File: config.mk
export PLATFORM = sky130hd
export DESIGN_NAME = ofdr_channel
export DESIGN_NICKNAME = d
export VERILOG_FILES = /design/src/hdl/ofdr_pkg.sv /design/src/hdl/ofdr_filter.sv /design/src/hdl/ofdr_phase_limit.sv /design/src/hdl/ofdr_channel.sv
export SDC_FILE = /design/constraint.sdc
export NUM_CORES = 1
export LEC_CHECK = 0
export ABC_AREA = 1
export BUFFER_PORTS_ARGS = -buffer_cell sky130_fd_sc_hd__buf_2
export CAP_MARGIN = 20
export CORE_MARGIN = 10
export CORE_UTILIZATION = 45
export CTS_CLUSTER_DIAMETER = 200
export DETAILED_ROUTE_END_ITERATION = 6
export PLACE_DENSITY = 0.7
export SLEW_MARGIN = 20
export SYNTH_ARGS = -nofsm -noshare
export SYNTH_HDL_FRONTEND = slang
export SYNTH_SLANG_ARGS = --single-unit
export TNS_END_PERCENT = 30
File: constraint.sdc
create_clock -name clk -period 7.16 [get_ports clk]
set_input_delay 0.716 -clock clk [delete_from_list [all_inputs] [get_ports clk]]
set_output_delay 0.716 -clock clk [all_outputs]
set_load 0.05 [all_outputs]
File: src/hdl/ofdr_pkg.sv
// Package with constants, types and register map for the output fault supervisor
package ofdr_pkg;
	localparam int CLK_MHZ = 10;
	// Latencies in their own units and derived cycle counts (only the ns latency can round down)
	localparam int UV_LAT_NS = 1000;
	localparam int UV_LAT_CYC = (UV_LAT_NS * CLK_MHZ) / 1000;
	localparam int TON_LAT_US = 500;
	localparam int TON_LAT_CYC = TON_LAT_US * CLK_MHZ;
	localparam int OC_LAT_US = 175;
	localparam int OC_LAT_CYC = OC_LAT_US * CLK_MHZ;
	localparam int HICCUP_MS = 25;
	localparam int HICCUP_CYC = HICCUP_MS * 1000 * CLK_MHZ;
	// Turn-on limit step is 0.25 ms, code 0..127 gives 0..31.75 ms
	localparam int TON_STEP_US = 250;
	localparam int TON_STEP_CYC = TON_STEP_US * CLK_MHZ;
	// UV offset step 32 mV, code 1..14 gives 32..448 mV
	localparam logic [3:0] UV_OFS_MIN = 4'h1;
	localparam logic [3:0] UV_OFS_MAX = 4'he;
	localparam logic [7:0] PHASE_ALL = 8'hff;
	localparam logic [6:0] OCL_MIN = 7'h11;
	localparam logic [7:0] OCL_MAX = 8'h82;
	// Register map (word indices on the plain port)
	localparam logic [7:0] REG_CTRL = 8'h00;
	localparam logic [7:0] REG_STATUS = 8'h01;
	localparam logic [7:0] REG_MASK = 8'h02;
	localparam logic [7:0] REG_CLEAR = 8'h03;
	localparam logic [7:0] REG_UV_OFS = 8'h04;
	localparam logic [7:0] REG_TON_MAX = 8'h05;
	localparam logic [7:0] REG_VOUT_MAX = 8'h06;
	localparam logic [7:0] REG_VOUT_MIN = 8'h07;
	localparam logic [7:0] REG_VOUT_CMD = 8'h08;
	localparam logic [7:0] REG_PHASE = 8'h09;
	localparam logic [7:0] REG_OC_LIMIT = 8'h0a;
	localparam logic [7:0] REG_RESP = 8'h0b;
	localparam logic [7:0] REG_DAC = 8'h0c;
	localparam logic [7:0] REG_FAULT_PIN = 8'h0d;
	// Status bit positions
	localparam int ST_UV = 0;
	localparam int ST_TON = 1;
	localparam int ST_VLIM = 2;
	localparam int ST_OC = 3;
	localparam int ST_OCL = 4;
	localparam int ST_BITS = 5;
	// Fault responses
	typedef enum logic [1:0] {RESP_IGNORE = 2'h0, RESP_LATCH = 2'h1, RESP_HICCUP = 2'h2} ofdr_resp_e;
	// Channel state, Gray along off->start->run->wait
	typedef enum logic [1:0] {CH_OFF = 2'h0, CH_START = 2'h1, CH_RUN = 2'h3, CH_WAIT = 2'h2} ofdr_state_e;
	typedef struct packed {
		logic [3:0] uvOfs;
		logic [6:0] tonMax;
		logic [11:0] voutMax;
		logic [11:0] voutMin;
		logic [11:0] voutCmd;
		logic [9:0] ocLimit;
		logic [1:0] respUv;
		logic [1:0] respTon;
		logic [1:0] respOc;
		logic ocPinEn;
	} ofdr_cfg_s;
	typedef struct packed {
		logic [11:0] senseMv;
		logic [11:0] targetMv;
		logic [11:0] droopMv;
		logic [9:0] totalAmps;
		logic reachedThr;
	} ofdr_meas_s;
	function automatic logic respShuts(input logic [1:0] r);
		respShuts = (r != RESP_IGNORE);
	endfunction : respShuts
endpackage : ofdr_pkg

File: src/hdl/ofdr_filter.sv
// Persistence filter: output true after condition holds for LAT cycles
module ofdr_filter #(
	parameter int LAT = 10
) (
	input wire logic clk,
	input wire logic rst_n,
	input wire logic cond,
	output logic hit
);
	localparam int W = $clog2(LAT + 1);
	logic [W-1:0] cnt_q;
	always_ff @(posedge clk or negedge rst_n) begin
		if (!rst_n) begin
			cnt_q <= '0;
		end else if (!cond) begin
			cnt_q <= '0;
		end else if (cnt_q != W'(LAT)) begin
			cnt_q <= cnt_q + W'(1);
		end
	end
	assign hit = cond && (cnt_q >= W'(LAT - 1));
endmodule : ofdr_filter

File: src/hdl/ofdr_phase_limit.sv
// Per-phase cycle-by-cycle current limiter with skip flags
module ofdr_phase_limit #(
	parameter int PHASES = 6
) (
	input wire logic clk,
	input wire logic rst_n,
	input wire logic running,
	input wire logic [PHASES-1:0] pwmIn,
	input wire logic [PHASES*8-1:0] phaseAmps,
	input wire logic [PHASES*8-1:0] phaseLimit,
	output logic [PHASES-1:0] pwmOut,
	output logic overAny
);
	logic [PHASES-1:0] over;
	logic [PHASES-1:0] pwm_q;
	genvar g;
	generate
		for (g = 0; g < PHASES; g++) begin : gPh
			assign over[g] = running && (phaseAmps[g*8 +: 8] > phaseLimit[g*8 +: 8]);
			always_ff @(posedge clk or negedge rst_n) begin
				if (!rst_n) begin
					pwm_q[g] <= 1'b0;
				end else begin
					pwm_q[g] <= pwmIn[g] && !over[g]; // Pulse skipped while over limit
				end
			end
		end
	endgenerate
	assign pwmOut = pwm_q;
	assign overAny = |over;
endmodule : ofdr_phase_limit

File: src/hdl/ofdr_channel.sv
// One channel of output fault supervision with a plain register port
// Functional notes
// - Tracking UV fault within 1 us when sense below target+droop-offset while running.
// - Turn-on time fault if threshold not reached within limit during soft-start.
// - Commanded level outside min/max is clamped at DAC, warning only.
// - Total over-current fault within 175 us; fault pin assertion configurable.
// - Power-good drops whenever a fault response stops conversion.
// - Every fault sets status and alert unless masked.
// - Faults cleared by enable cycling or clear-faults command.
// - Condition still present at clear sets the fault again at once.
// - Phase select FFh sets channel OC threshold, else per-phase limit.
// - Ignore response acts as warning: status and alert, conversion continues.
// - Latch-off stops at once until enable cycled; restart with turn-on delay.
// - Hiccup stops, waits 25 ms, retries with turn-on delay, repeats.
// - Each channel instance has independent fault logic and shutdown.
module ofdr_channel #(
	parameter int PHASES = 6,
	parameter int HICCUP_CYC = ofdr_pkg::HICCUP_CYC,
	parameter int TON_LAT_CYC = ofdr_pkg::TON_LAT_CYC,
	parameter int OC_LAT_CYC = ofdr_pkg::OC_LAT_CYC,
	parameter int TON_STEP_CYC = ofdr_pkg::TON_STEP_CYC,
	parameter int TON_DELAY_CYC = 16
) (
	input wire logic clk,
	input wire logic rst_n,
	input wire logic chanEnable,
	input wire logic [7:0] regAddr,
	input wire logic [31:0] regWdata,
	input wire logic regWr,
	input wire logic regRd,
	output logic [31:0] regRdata,
	input wire ofdr_pkg::ofdr_meas_s meas,
	input wire logic [PHASES*8-1:0] phaseAmps,
	input wire logic [PHASES-1:0] pwmIn,
	output logic [PHASES-1:0] pwmOut,
	output logic [PHASES-1:0] pwmOe,
	output logic [11:0] target_voltage_code,
	output logic power_good_out,
	output logic fault_out_n,
	output logic smbAlert_n
);
	localparam int HW = $clog2(HICCUP_CYC + 1);
	localparam int TW = $clog2(127 * TON_STEP_CYC + TON_LAT_CYC + 2);
	ofdr_pkg::ofdr_cfg_s cfg_q;
	ofdr_pkg::ofdr_state_e state_q;
	logic [ofdr_pkg::ST_BITS-1:0] status_q, mask_q;
	logic [7:0] phaseSel_q;
	logic [PHASES*8-1:0] phaseLimit_q;
	logic [31:0] rdata_q;
	logic [HW-1:0] wait_q;
	logic [TW-1:0] ton_q;
	logic enPrev_q, tonFault_q, shutFault_q, pinFault_q;
	logic running, uvCond, uvHit, ocCond, ocHit, overAny, vlimCond, tonHit, clearReq;
	logic [12:0] uvThr;
	logic [ofdr_pkg::ST_BITS-1:0] events;
	logic [11:0] dac;
	logic [PHASES-1:0] pwmLim;
	logic [31:0] rd;
	logic startDone, tripUv, tripTon, tripOc, trip;

	assign running = (state_q == ofdr_pkg::CH_RUN);
	assign clearReq = regWr && (regAddr == ofdr_pkg::REG_CLEAR);

	// Offset in 32 mV steps below target plus droop
	assign uvThr = 13'(meas.targetMv) + 13'(meas.droopMv) - 13'({cfg_q.uvOfs, 5'h00});
	assign uvCond = running && ({1'b0, meas.senseMv} < uvThr);
	ofdr_filter #(.LAT(ofdr_pkg::UV_LAT_CYC)) uUvFilt (
		.clk(clk),
		.rst_n(rst_n),
		.cond(uvCond),
		.hit(uvHit)
	);
	assign ocCond = running && (meas.totalAmps > cfg_q.ocLimit);
	ofdr_filter #(.LAT(OC_LAT_CYC)) uOcFilt (
		.clk(clk),
		.rst_n(rst_n),
		.cond(ocCond),
		.hit(ocHit)
	);
	ofdr_phase_limit #(.PHASES(PHASES)) uPhase (
		.clk(clk),
		.rst_n(rst_n),
		.running(running),
		.pwmIn(pwmIn),
		.phaseAmps(phaseAmps),
		.phaseLimit(phaseLimit_q),
		.pwmOut(pwmLim),
		.overAny(overAny)
	);

	// Clamp to limits, conversion not touched
	always_comb begin
		vlimCond = 1'b0;
		dac = cfg_q.voutCmd;
		if (cfg_q.voutCmd > cfg_q.voutMax) begin
			dac = cfg_q.voutMax;
			vlimCond = running;
		end else if (cfg_q.voutCmd < cfg_q.voutMin) begin
			dac = cfg_q.voutMin;
			vlimCond = running;
		end
	end

	// Soft-start timer: limit plus detection latency
	assign tonHit = (state_q == ofdr_pkg::CH_START) && (ton_q >= TW'(TON_DELAY_CYC))
		&& !meas.reachedThr
		&& (ton_q >= TW'(TON_DELAY_CYC + TON_LAT_CYC) + TW'(cfg_q.tonMax) * TW'(TON_STEP_CYC));
	assign startDone = (state_q == ofdr_pkg::CH_START) && (ton_q >= TW'(TON_DELAY_CYC)) && meas.reachedThr;

	assign tripUv = uvHit && ofdr_pkg::respShuts(cfg_q.respUv);
	assign tripTon = tonHit && ofdr_pkg::respShuts(cfg_q.respTon);
	assign tripOc = ocHit && ofdr_pkg::respShuts(cfg_q.respOc);
	assign trip = tripUv || tripTon || tripOc; // Ignore response never trips

	always_ff @(posedge clk or negedge rst_n) begin
		if (!rst_n) begin
			state_q <= ofdr_pkg::CH_OFF;
			ton_q <= '0;
			wait_q <= '0;
			enPrev_q <= 1'b0;
			tonFault_q <= 1'b0;
			shutFault_q <= 1'b0;
		end else begin
			enPrev_q <= chanEnable;
			if (!chanEnable) begin
				state_q <= ofdr_pkg::CH_OFF; // Enable low releases latch-off
				shutFault_q <= 1'b0;
			end else begin
				case (state_q)
					ofdr_pkg::CH_OFF: begin
						if (!enPrev_q && !shutFault_q) begin
							state_q <= ofdr_pkg::CH_START;
							ton_q <= '0;
						end
					end
					ofdr_pkg::CH_START: begin
						ton_q <= ton_q + TW'(1);
						if (trip) begin
							shutFault_q <= 1'b1;
							wait_q <= '0;
							state_q <= (tripTon ? cfg_q.respTon : (tripUv ? cfg_q.respUv : cfg_q.respOc))
								== ofdr_pkg::RESP_HICCUP ? ofdr_pkg::CH_WAIT : ofdr_pkg::CH_OFF;
						end else if (startDone) begin
							state_q <= ofdr_pkg::CH_RUN;
						end
					end
					ofdr_pkg::CH_RUN: begin
						if (trip) begin
							shutFault_q <= 1'b1;
							wait_q <= '0;
							state_q <= ((tripUv ? cfg_q.respUv : cfg_q.respOc) == ofdr_pkg::RESP_HICCUP)
								? ofdr_pkg::CH_WAIT : ofdr_pkg::CH_OFF;
						end
					end
					ofdr_pkg::CH_WAIT: begin
						wait_q <= wait_q + HW'(1);
						if (wait_q >= HW'(HICCUP_CYC - 1)) begin
							state_q <= ofdr_pkg::CH_START; // Retry repeats while fault persists
							ton_q <= '0;
						end
					end
					default: state_q <= ofdr_pkg::CH_OFF;
				endcase
			end
			tonFault_q <= tonHit;
		end
	end

	assign events = {overAny, ocHit, vlimCond, tonFault_q, uvHit};

	// Set wins over clear, so a live condition re-flags at once
	always_ff @(posedge clk or negedge rst_n) begin
		if (!rst_n) begin
			status_q <= '0;
		end else if (clearReq || (chanEnable && !enPrev_q)) begin
			status_q <= events;
		end else begin
			status_q <= status_q | events;
		end
	end

	always_ff @(posedge clk or negedge rst_n) begin
		if (!rst_n) begin
			pinFault_q <= 1'b0;
		end else if (clearReq || !chanEnable) begin
			pinFault_q <= trip && (!tripOc || cfg_q.ocPinEn || tripUv || tripTon);
		end else if (trip && (!tripOc || cfg_q.ocPinEn || tripUv || tripTon)) begin
			pinFault_q <= 1'b1; // OC pin assertion is optional
		end
	end

	// Configuration writes
	always_ff @(posedge clk or negedge rst_n) begin
		if (!rst_n) begin
			cfg_q <= '0;
			cfg_q.uvOfs <= ofdr_pkg::UV_OFS_MIN;
			cfg_q.voutMax <= 12'hfff;
			cfg_q.ocLimit <= 10'h3ff;
			cfg_q.respUv <= ofdr_pkg::RESP_LATCH;
			cfg_q.respTon <= ofdr_pkg::RESP_LATCH;
			cfg_q.respOc <= ofdr_pkg::RESP_LATCH;
			mask_q <= '0;
			phaseSel_q <= ofdr_pkg::PHASE_ALL;
			phaseLimit_q <= {PHASES{ofdr_pkg::OCL_MAX}};
		end else if (regWr) begin
			if (regAddr == ofdr_pkg::REG_MASK) begin
				mask_q <= regWdata[ofdr_pkg::ST_BITS-1:0];
			end else if (regAddr == ofdr_pkg::REG_UV_OFS) begin
				if (regWdata[3:0] >= ofdr_pkg::UV_OFS_MIN && regWdata[3:0] <= ofdr_pkg::UV_OFS_MAX) begin
					cfg_q.uvOfs <= regWdata[3:0];
				end
			end else if (regAddr == ofdr_pkg::REG_TON_MAX) begin
				cfg_q.tonMax <= regWdata[6:0];
			end else if (regAddr == ofdr_pkg::REG_VOUT_MAX) begin
				cfg_q.voutMax <= regWdata[11:0];
			end else if (regAddr == ofdr_pkg::REG_VOUT_MIN) begin
				cfg_q.voutMin <= regWdata[11:0];
			end else if (regAddr == ofdr_pkg::REG_VOUT_CMD) begin
				cfg_q.voutCmd <= regWdata[11:0];
			end else if (regAddr == ofdr_pkg::REG_PHASE) begin
				phaseSel_q <= regWdata[7:0];
			end else if (regAddr == ofdr_pkg::REG_OC_LIMIT) begin
				if (phaseSel_q == ofdr_pkg::PHASE_ALL) begin
					cfg_q.ocLimit <= regWdata[9:0];
				end else if (phaseSel_q < 8'(PHASES) && regWdata[7:0] >= {1'b0, ofdr_pkg::OCL_MIN}
					&& regWdata[7:0] <= ofdr_pkg::OCL_MAX) begin
					phaseLimit_q[phaseSel_q[2:0]*8 +: 8] <= regWdata[7:0];
				end
			end else if (regAddr == ofdr_pkg::REG_RESP) begin
				cfg_q.respUv <= regWdata[1:0];
				cfg_q.respTon <= regWdata[3:2];
				cfg_q.respOc <= regWdata[5:4];
				cfg_q.ocPinEn <= regWdata[6];
			end
		end
	end

	always_comb begin
		rd = 32'h0000_0000;
		if (regAddr == ofdr_pkg::REG_CTRL) begin
			rd = {28'h0, shutFault_q, state_q, chanEnable};
		end else if (regAddr == ofdr_pkg::REG_STATUS) begin
			rd = 32'(status_q);
		end else if (regAddr == ofdr_pkg::REG_MASK) begin
			rd = 32'(mask_q);
		end else if (regAddr == ofdr_pkg::REG_UV_OFS) begin
			rd = 32'(cfg_q.uvOfs);
		end else if (regAddr == ofdr_pkg::REG_TON_MAX) begin
			rd = 32'(cfg_q.tonMax);
		end else if (regAddr == ofdr_pkg::REG_VOUT_MAX) begin
			rd = 32'(cfg_q.voutMax);
		end else if (regAddr == ofdr_pkg::REG_VOUT_MIN) begin
			rd = 32'(cfg_q.voutMin);
		end else if (regAddr == ofdr_pkg::REG_VOUT_CMD) begin
			rd = 32'(cfg_q.voutCmd);
		end else if (regAddr == ofdr_pkg::REG_PHASE) begin
			rd = 32'(phaseSel_q);
		end else if (regAddr == ofdr_pkg::REG_OC_LIMIT) begin
			rd = (phaseSel_q == ofdr_pkg::PHASE_ALL) ? 32'(cfg_q.ocLimit)
				: (phaseSel_q < 8'(PHASES) ? 32'(phaseLimit_q[phaseSel_q[2:0]*8 +: 8]) : 32'h0000_0000);
		end else if (regAddr == ofdr_pkg::REG_RESP) begin
			rd = {25'h0, cfg_q.ocPinEn, cfg_q.respOc, cfg_q.respTon, cfg_q.respUv};
		end else if (regAddr == ofdr_pkg::REG_DAC) begin
			rd = 32'(dac);
		end else if (regAddr == ofdr_pkg::REG_FAULT_PIN) begin
			rd = 32'(pinFault_q);
		end
	end

	always_ff @(posedge clk or negedge rst_n) begin
		if (!rst_n) begin
			rdata_q <= 32'h0000_0000;
		end else if (regRd) begin
			rdata_q <= rd;
		end else begin
			rdata_q <= 32'h0000_0000;
		end
	end

	always_ff @(posedge clk or negedge rst_n) begin
		if (!rst_n) begin
			target_voltage_code <= 12'h000;
			power_good_out <= 1'b0;
			fault_out_n <= 1'b1;
			smbAlert_n <= 1'b1;
		end else begin
			target_voltage_code <= dac;
			// Disable also drops it, so it never outlives the released drivers
			power_good_out <= running && !trip && chanEnable;
			fault_out_n <= !pinFault_q;
			smbAlert_n <= !(|(status_q & ~mask_q));
		end
	end

	// Drivers released outside start and run, so a fault shutdown leaves them floating
	assign pwmOut = pwmLim;
	assign pwmOe = (running || state_q == ofdr_pkg::CH_START) ? {PHASES{1'b1}} : {PHASES{1'b0}};
	assign regRdata = rdata_q;
endmodule : ofdr_channel

After elaboration in Yosys (flattened, before gate mapping):

Index checks and enable logic that the tools add are counted.

* $add $sub $neg: 8
* $mul: 1
* divide/modulo/power cells: 0
* $lt $le $gt $ge: 20
* equal/unequal tests: 32
* shift operators: 3
* mux-type cells: 48
* bitwise logic cells: 12
* reduce and logical (&&, ||, !) cells: 79

Operators by type and width (number)
* 12-bit 2-to-1 mux: 14
* 19-bit case mux with 3 select lines: 1
* 48-bit bitwise mux: 1
* 8-bit by 4-bit == test with 1-bit output (second input constant): 6
* 8-bit greater-than comparator: 6
* 8-bit by 34-bit variable shift with 48-bit output (first input constant): 1
* 48-bit by 7-bit variable part select with 8-bit output: 1
* 8-bit by 34-bit variable part select with 48-bit output: 1
* 19-bit 2-to-1 mux: 2
* 18-bit case mux with 2 select lines: 1
* 6-bit negation with 34-bit output: 1
* 8-bit by 3-bit == test with 1-bit output (second input constant): 4
* 1-bit logical AND: 32
* 32-bit 2-to-1 mux: 1
* 11-bit 2-to-1 mux: 2
* 2-bit 2-to-1 mux: 10
* 10-bit AND reduction: 2
* 13-bit by 19-bit adder with 19-bit output (first input constant): 1
* 19-bit by 1-bit adder with 19-bit output (second input constant): 1
* 19-bit greater-or-equal comparator: 1
* 19-bit by 5-bit greater-or-equal comparator with 1-bit output (second input constant): 1
* 18-bit by 1-bit adder with 18-bit output (second input constant): 1
* 18-bit greater-or-equal comparator (second input constant): 1
* 18-bit 2-to-1 mux: 1
* 55 further kinds: 110

* flip-flop bits (word level): 241
* latch bits: 0
* bits in writable memories: 0
* memory bits (read-only): 0
* input port bits: 146
* output and inout port bits: 59
* word-level logic and storage cells: 237
* memories kept: 0

Depth between registers and ports, before layout:

Gate-level depths: netlist of run 1.

* depth after elaboration: 16
* depth in mapped cells: 37
* mapped depth without buffers: 37

Modules after synthesis:

A second synthesis of run 1 with hierarchy kept.

* cell total of the unflattened synthesis: 2191
* area total of the unflattened synthesis: 16667.2 sq um

Modules (own cells, without submodules)
* ofdr_channel: times used 1, cells an instance 1821, area an instance 14146.1 sq um, sequential area each 5064.9 sq um
* ofdr_phase_limit: times used 1, cells an instance 237, area an instance 1529.0 sq um, sequential area each 150.1 sq um
* ofdr_filter at uOcFilt: times used 1, cells an instance 99, area an instance 723.2 sq um, sequential area each 275.3 sq um
* ofdr_filter at uUvFilt: times used 1, cells an instance 34, area an instance 269.0 sq um, sequential area each 100.1 sq um

Least setup slack after synthesis of run 1:

No wires, ideal clock.

* path type: reg2reg
* start: reg cfg_q[57] (netlist name)
* end: reg state_q[1]
* library setup time: 0.065 ns
* arrival time: 5.127 ns
* required time: 7.095 ns
* slack: 1.968 ns
* stages on the path, launching flop included: 30
* buffers on the path: 0
* period minus slack after synthesis: 5.192 ns
* cells stage by stage: dfrtp_1 -> fa_1 -> inv_1 -> fa_1 -> inv_1 -> ha_1 -> ha_1 -> ha_1 -> inv_1 -> o21ai_1 -> xor2_1 -> o21ai_0 -> nor3b_2 -> nand3_1 -> nand2_1 -> nand2_1 -> ha_1 -> nand2_1 -> inv_1 -> nand3_1 -> nor3_1 -> nand4_1 -> nand4_1 -> nand3_1 -> or2_2 -> nand2_1 -> nand2_1 -> nand2_1 -> nand3_1 -> nand2_1

* word-level cells in the longest chain between the ends: 11
* elaborated cells between the ends (all ways): 16
* classes of those cells: add/sub (1); mul (1); order compare (1); eq/ne (3); mux (5); reduce/logical (5)

Ends and longest elaborated chain
* start: declaration: line ofdr_channel.sv:44 `ofdr_pkg::ofdr_cfg_s cfg_q;`
* 7-bit by 10-bit multiplier with 17-bit output (*): line ofdr_channel.sv:107 `&& (ton_q >= TW'(TON_DELAY_CYC + TON_LAT_CYC) + TW'(cfg_q.tonMax) * TW'(TON_STEP_CYC));`
* 13-bit by 19-bit adder with 19-bit output (*): line ofdr_channel.sv:107
* 19-bit greater-or-equal comparator (*): line ofdr_channel.sv:107
* 1-bit logical AND (*): line ofdr_channel.sv:107
* 1-bit logical AND (*): line ofdr_channel.sv:111 `assign tripTon = tonHit && ofdr_pkg::respShuts(cfg_q.respTon);`
* 2-bit 2-to-1 mux: line ofdr_channel.sv:141 `state_q <= (tripTon ? cfg_q.respTon : (tripUv ? cfg_q.respUv : cfg_q.respOc))`
* 2-bit == test: line ofdr_channel.sv:142 `== ofdr_pkg::RESP_HICCUP ? ofdr_pkg::CH_WAIT : ofdr_pkg::CH_OFF;`
* 2-bit 2-to-1 mux: line ofdr_channel.sv:142
* 2-bit 2-to-1 mux: line ofdr_channel.sv:138 `if (trip) begin`
* 2-bit case mux with 4 select lines: line ofdr_channel.sv:129 `case (state_q)`
* 2-bit 2-to-1 mux: line ofdr_channel.sv:125 `if (!chanEnable) begin`
* end signal: assignment: line ofdr_channel.sv:126 `state_q <= ofdr_pkg::CH_OFF;`
* end signal: assignment: line ofdr_channel.sv:132 `state_q <= ofdr_pkg::CH_START;`
* end signal: assignment: line ofdr_channel.sv:144 `state_q <= ofdr_pkg::CH_RUN;`
* end: declaration: line ofdr_channel.sv:45 `ofdr_pkg::ofdr_state_e state_q;`

Every way passes the cells marked *; elsewhere a longest branch is shown, timed or not.
A chain may end at the register's enable or synchronous reset.

Final worst setup path of run 1:

* start: reg cfg_q[54] (netlist name)
* end: reg wait_q[0]

* word-level cells in the longest chain between the ends: 9

Ends and longest elaborated chain
* 7-bit by 10-bit multiplier with 17-bit output: line ofdr_channel.sv:107
* 13-bit by 19-bit adder with 19-bit output: line ofdr_channel.sv:107
* 19-bit greater-or-equal comparator: line ofdr_channel.sv:107
* 1-bit logical AND: line ofdr_channel.sv:107
* 1-bit logical AND: line ofdr_channel.sv:111
* 1-bit logical OR (2 in series): line ofdr_channel.sv:113 `assign trip = tripUv || tripTon || tripOc;`
* 2-bit by 1-bit != test with 1-bit output (no line)
* 3-bit AND reduction (no line)
* end signal: assignment: line ofdr_channel.sv:156 `wait_q <= wait_q + HW'(1);`
* end: declaration: line ofdr_channel.sv:50 `logic [HW-1:0] wait_q;`

Every way passes these cells.

==> results of run 1 <==
## state kept, by name, summed over array words and instances (netlist names), 2 cells and up
name,flops
uUvFilt.cnt_q,4
uOcFilt.cnt_q,11
uPhase.pwmOut,6
phaseSel_q,8
cfg_q,64
phaseLimit_q,48
status_q,5
target_voltage_code,12
ton_q,19
state_q,2
wait_q,18
regRdata,12
mask_q,5
## layout make-up
class,instances,area [um2]
well taps,461,576.8
inverters,326,1224
repair buffers,168,860.8
flip-flops and latches,221,5590
multi-input cells,1515,9057
clock inverters,18,224.0
fillers,3419,17290
clock buffers,28,656.9
## per-stage QoR
| stage | power (mW) | setup WS, ps | cells |
|---|---|---|---|
| 2_1_floorplan | 2.140 | 1968 | 2131 |
| 3_3_place_gp | 2.393 | 1156 | 2691 |
| 3_5_place_dp | 2.422 | 1016 | 2691 |
| 4_1_cts | 3.817 | 959.1 | 2737 |
| 5_1_grt | 4.004 | 342.5 | 2737 |
| 6_report | 3.793 | 959.0 | 2737 |
## cell usage after synthesis (37+ instances only)
cell / n
nand2_1: 441
inv_1: 318
o21ai_0: 211
ha_1: 180
dfrtp_1: 173
nor2_1: 138
a21oi_1: 134
nand3_1: 90
dfstp_2: 48
xor2_1: 45
nor3_1: 40
clkbuf_1: 37
## worst max path at each step
stage | startpoint | end | depth (start not counted)
after global routing | cfg_q[54] | wait_q[5] | 32
after floorplan | cfg_q[57] | state_q[1] | 29
after global placement | cfg_q[54] | wait_q[0] | 32
after CTS | cfg_q[54] | wait_q[0] | 32
after detailed placement | cfg_q[54] | wait_q[0] | 32
final | cfg_q[54] | wait_q[0] | 32
## metal layers
metal | GRT usage | up-vias | part of all wire
li1 | - | 7226 | -
met1 | 0.2609 | 6903 | 0.42
met2 | 0.3317 | 558 | 0.47
met3 | 0.03356 | 89 | 0.074
met4 | 0.06773 | 0 | 0.032
met5 | 0 | - | 0
## cell families after synthesis
family,share of synthesized area
other,0.0002319
AO/OA/AOI/OAI,0.1530
buffers and inverters,0.09880
adder cells (fa/ha/maj),0.1541
XOR/XNOR,0.03195
AND/OR/NAND/NOR,0.2162
flip-flops,0.3457
## power breakdown
| part | internal [mW] | leakage, nW | total, mW | switching [mW] |
|---|---|---|---|---|
| registers | 1.35 | 2.85 | 1.42 | 0.0730 |
| clock network | 0.840 | 0.438 | 1.39 | 0.547 |
| logic | 0.300 | 5.49 | 0.987 | 0.687 |
| total | 2.49 | 8.78 | 3.79 | 1.31 |
==> results by stage, run 1 <==
Detailed routing:
- Dividing the detail-routed via count by the number of cells gives 5.399.
- In the routed design, unresolved DRC markers number 0.
- The total number of vias is 14.78k.
- The number of detailed-route iterations in the first pass is 6.
- In this run, the number of DRC markers left after iteration 0 of detailed routing was 1299.
- Dividing the detail-routed wire length by the instance count gives 16.73 um.
- The aggregate routed wire length is 45800 um.
- In this run the remaining antenna-violating nets after routing total 0.

Finish:
- The layout-stage area growth over the synthesis result is 12.48%.
- The most common cell after layout, fill and taps aside is nand2_1.
- The cell area after layout is 18190 um2.
- For this run, the share of the core covered by cells in the final layout is 0.5126.
- In the final layout, the share of cells above drive strength 1 is 0.1340.
- The antenna diode instance count is 0.
- The number of nets in the finished design is 2595.
- The top cell types in the final layout, fill and taps aside, are 440 x nand2_1, 318 x inv_1, 211 x o21ai_0.

CTS:
- The largest buffer count on any clock path is 3.
- The CTS buffer count is 25.
- The TritonCTS clock tree is done.
- The CTS root buffer is clkbuf_16.
- The post-cts repair resize count is 0.
- Clock-pin slew was measured on the worst setup and hold paths at 60 ps.
- The number of setup buffers added after CTS is 0.
- The clock latency of the later-clocked register in the worst-skew pair is 540 ps.
- In this run the number of H-tree levels came out at 1.
- The cts-stage hold buffer count is 0.
- The number of sinks handled by clock tree synthesis is 221.

Timing:
- The number of failing setup endpoints in the final timing report is 0.
- The setup skew after layout is 15.73 ps.
- Setup repair after global routing left no endpoint under its margin.
- The summed negative setup slack over all endpoints is 0 ps.
- The hold violation count in the final report is 0.
- The max-slew violation count is 0.
- The fraction of the cycle the final worst path needs is 0.8661.
- For the pin with the worst max-slew slack, the measured transition is 956.3 ps.
- The remaining max-slew budget at the tightest pin is 0.3576.
- The post-route minimum period is 6201 ps.
- Derived from the worst setup path, the maximum achievable clock frequency is 161.3 MHz.
- Across all hold checks on the routed design, the worst slack comes to 198.2 ps.

Worst setup path:
- The delay of the slowest cell on the worst path is 490 ps.
- The worst setup path is launched from a flip-flop.
- Data arrives at the worst endpoint at 6630 ps.
- The end of the worst register-to-register path is wait_q[0].
- The cell family with the largest share of critical-path delay is simple AND/OR/NAND/NOR gates.
- In this run the register-to-register setup slack is 960 ps.
- The startpoint-to-endpoint class of the critical path is reg2reg.
- The number of cells on the worst reg-to-reg path is 32.
- The number of buffer and inverter stages on the critical path is 5.
- The kind of end point of the critical path is a flip-flop.
- Along the worst path, the maximum fanout reaches 15.
- The cell type with the highest occurrence count on the critical path is ha_1.
- The worst register-to-register path begins at cfg_q[54].
- The slowest stage of the critical path is the dfrtp_1 cell.
- The required time of the critical path is 7580 ps.

Global route:
- The initial antenna violation count is 0.
- The via count of the first global-routing pass came to 14.30k.
- Summed over all layers, the global routing overflow is 0.
- Entering global routing, the biggest net connects 92 pins.
- The global router's overall resource usage is 0.2008.
- The first-pass GRT wire length is 73330 um.

Placement:
- The count of buffers from port buffering is 164.
- Summing all placed instances gives a cell area of 17310 um2.
- Once detailed placement completed, the half-perimeter wirelength came to 35480 um.
- At the end of routability-driven placement, the weighted congestion stood at 0.9578.

Power:
- IR analysis of the VDD net gives a maximum drop of 0.1999 mV.
- The cell leakage power is 8.781 nW.
- Power spread over the standard cell area amounts to 208.5 nW/um2.

Floorplan:
- The starting density of the core is 0.4558.
- The vertical die dimension is 209.6 um.
- The floorplan row count is 69.
- 205 I/O pins were placed.
- The die footprint is 43920 um2.
- The die is 209.6 um wide.
- The core area is 35480 um2.

Synthesis:
- The most instantiated flip-flop cell in the synthesis netlist is dfrtp_1.
- Of the post-synthesis cell area, the dominant cell type holds 0.2677.
- By area the synthesized netlist is led by dfrtp_1 27%, ha_1 14%, nand2_1 10%.
- The register bit count reported by yosys is 221.
- Counting flops with an async set or reset pin after synthesis yields a share of 1.000.
- The post-synthesis instance total is 2112.
- The cell area that synthesis handed to floorplanning was 16170 um2.
- The number of synthesized flops with an enable pin is 0.
- The number of warnings reported in the yosys synthesis log is 0.
- The distinct cell type count after synthesis is 60.
- Summed over all instances, the cell type with the most area after synthesis is dfrtp_1.
- After synthesis, the mean cell area works out to 7.657 um2.
- Of the synthesized area, sequential elements account for 0.3457.

Hold path:
- The class of the most critical hold timing path is in2async.

Status:
- The flow ran to the end, and the final reports show no timing, DRC or antenna violations.

Job:
- The count of max-cap constraint violations is 0.
(Power assumes the default switching activity.)
==> inputs of run 2 (changes only) <==
--- a/config.mk
+++ b/config.mk
@@ -9,10 +9,10 @@
 export BUFFER_PORTS_ARGS = -buffer_cell sky130_fd_sc_hd__buf_2
 export CAP_MARGIN = 20
 export CORE_MARGIN = 10
-export CORE_UTILIZATION = 45
+export CORE_UTILIZATION = 55
 export CTS_CLUSTER_DIAMETER = 200
 export DETAILED_ROUTE_END_ITERATION = 6
-export PLACE_DENSITY = 0.7
+export PLACE_DENSITY = 0.81
 export SLEW_MARGIN = 20
 export SYNTH_ARGS = -nofsm -noshare
 export SYNTH_HDL_FRONTEND = slang
==> results by stage, run 2 (synthesis results as in run 1) <==
CTS:
- TritonCTS built the clock tree.
- The cts-stage hold buffer count is 0 (unchanged).
- The number of sinks handled by clock tree synthesis came to 221 (unchanged).
- The number of setup buffers added after CTS was 0 (unchanged).
- The number of H-tree branching levels came to 1 (unchanged).
- The post-cts repair resize count is 0 (unchanged).
- The CTS root buffer is clkbuf_16.
- The clock latency of the later-clocked register in the worst-skew pair is 550 ps (about the same).
- The clock transition at the registers of the reported paths is 60 ps (about the same).
- The CTS buffer count came to 25 (unchanged).
- The largest buffer count on any clock path is 3 (unchanged).

Finish:
- The number of flip-flops in the largest register is 64 (unchanged).
- The largest registers in the layout are cfg_q (64), phaseLimit_q (48), ton_q (19).
- More flip-flops sit in one register than any other, and that register is cfg_q.
- The layout-stage area growth over the synthesis result is 11.73%.
- The library cells used most frequently in the layout, excluding fill and tap cells, are 440 x nand2_1, 318 x inv_1, 211 x o21ai_0.
- The number of nets in the finished design is 2594 (-0.039%).
- The total of fill cells in the finished design was 2541 (-26%).
- Leaving out fill and tap cells, the most frequent cell in the layout is nand2_1.
- The layout cell share with drive strength beyond 1 came to 0.1332 (-0.0008202).

Timing:
- Setup repair after global routing left no endpoint under its margin.
- The summed negative setup slack over all endpoints is 0 ps (unchanged).
- The transition time at the pin with the least slew margin was 1036 ps (+79.44 ps).
- The number of failing setup endpoints in the final timing report is 0 (unchanged).
- The fraction of the cycle the final worst path needs was 0.8779 (+0.01187).
- The setup skew after layout is 17.37 ps (+1.645 ps).
- The post-route minimum period is 6286 ps (+85.01 ps).
- The remaining max-slew budget at the tightest pin is 0.3042 (-0.05337).
- The hold violation count in the final report is 0 (unchanged).
- The max-slew violation count came to 0 (unchanged).
- The maximum clock frequency is 159.1 MHz (-1.4%).

Worst setup path:
- The data arrival time of the critical path is 6690 ps (+60 ps).
- The largest fanout on the critical path came to 15 (unchanged).
- The delay of the slowest cell on the worst path is 480 ps (about the same).
- The startpoint-to-endpoint class of the critical path is reg2reg.
- The kind of end point of the critical path is a flip-flop.
- The worst setup path is launched from a flip-flop.
- Among all stages on the critical path, the largest delay is contributed by dfrtp_1.
- The required time of the critical path is 7570 ps (about the same).

Power:
- The worst-case vdd ir drop is 0.2206 mV (+10%).
- The cell leakage power is 8.764 nW (-0.20%).
- The post-route total power is 3.765 mW (-0.73%).
- The ratio of total power to cell area is 208.4 nW/um2 (about the same).

Placement:
- The half-perimeter wire length after placement was 34740 um (-2.1%).
- The global placer's final weighted congestion came to 0.9642 (+0.67%).
- The count of buffers from port buffering is 164 (unchanged).

Global route:
- The via count of the first global-routing pass is 14.81k (+3.5%).
- The initial antenna violation count was 2 (+2).
- The residual overflow from global routing is 0 (unchanged).
- The global router's overall resource usage is 0.2438 (+0.04300).
- The first-pass GRT wire length is 73710 um (+0.52%).
- The largest net degree at the start of global routing is 102 (+11%).

Floorplan:
- The die footprint is 36660 um2 (-17%).
- The starting density of the core is 0.5604 (+0.1046).
- The I/O pin count came to 205 (unchanged).
- The vertical die dimension is 191.5 um (-8.6%).
- The floorplan row count is 62 (-10%).
- The core area is 28860 um2 (-19%).
- The horizontal extent of the die is 191.5 um (-8.6%).

Detailed routing:
- The detailed router's first-iteration violation count is 1588 (+22%).
- The final routed wire length divided by cell count is 17.22 um (+2.9%).
- The number of detailed-route iterations in the first pass was 6 (unchanged).
- The DRC violation count after routing is 0 (unchanged).
- The aggregate routed wire length is 45790 um (about the same).
- The total number of vias came to 14.96k (+1.2%).
- The detail-routed via count per cell is 5.623 (+4.2%).
- The count of nets left with antenna violations after detail routing is 0 (unchanged).

Hold path:
- The class of the most critical hold timing path is in2async.

Job:
- The count of max-cap constraint violations is 0 (unchanged).

Status:
- The flow ran to the end, and the final reports show no timing, DRC or antenna violations.
-- run 2: critical path: cells and delay by family (launching register included) --
kind                     cells  cell delay, ps
buffers and inverters        6             630
flip-flops                   1             480
adder cells (fa/ha/maj)      6            2000
AND/OR/NAND/NOR             17            2550
XOR/XNOR                     1             190
AO/OA/AOI/OAI                2             290
-- run 2: power breakdown --
group	internal [mW]	switching, mW
clock	0.802	0.547
combinational	0.300	0.699
sequential	1.34	0.0716
total	2.45	1.32
-- run 2: path summary, 6_finish.rpt --
kind                            start                to  slack (ps)  cells past startpoint
max in group asynchronous       rst_n  uOcFilt.cnt_q[7]        5620                      2
min in group clk           chanEnable          enPrev_q         380                      1
setup reg to reg            cfg_q[54]         wait_q[0]         870                     32
hold / removal                  rst_n       regRdata[9]         230                      1
hold reg to reg            pinFault_q       fault_out_n         450                      1
setup / recovery            cfg_q[54]         wait_q[0]         870                     32
-- run 2: per-layer routing --
layer  track usage  routed length [um]
met1        0.3070               19080
met2        0.4193               21820
met3       0.04009                3600
met4       0.07452                1301
met5             0                   0
-- run 2: cell type report --
class | instances | area, um2 | area share
flip-flops and latches | 221 | 5590 | 0.3094
well taps | 384 | 480.5 | 0.02659
repair buffers | 167 | 853.3 | 0.04723
clock buffers | 33 | 705.7 | 0.03906
multi-input cells | 1515 | 9062 | 0.5016
diodes | 1 | 2.502 | 0.0001385
inverters | 326 | 1224 | 0.06772
clock inverters | 13 | 150.1 | 0.008310
-- run 2: per-stage QoR --
step / utilization / instance area [um2] / cells / setup slack, ps / hold WS, ps
6_report: 0.6261 / 18070 / 2660 / 874.0 / 232.3
5_1_grt: 0.6261 / 18070 / 2660 / 396.6 / 299.1
4_1_cts: 0.6260 / 18060 / 2659 / 930.2 / 258.0
3_5_place_dp: 0.5963 / 17210 / 2613 / 949.2 / 426.9
3_3_place_gp: 0.5963 / 17210 / 2613 / 1170 / 425.8
2_1_floorplan: - / 16240 / 2131 / 1968 / 374.0
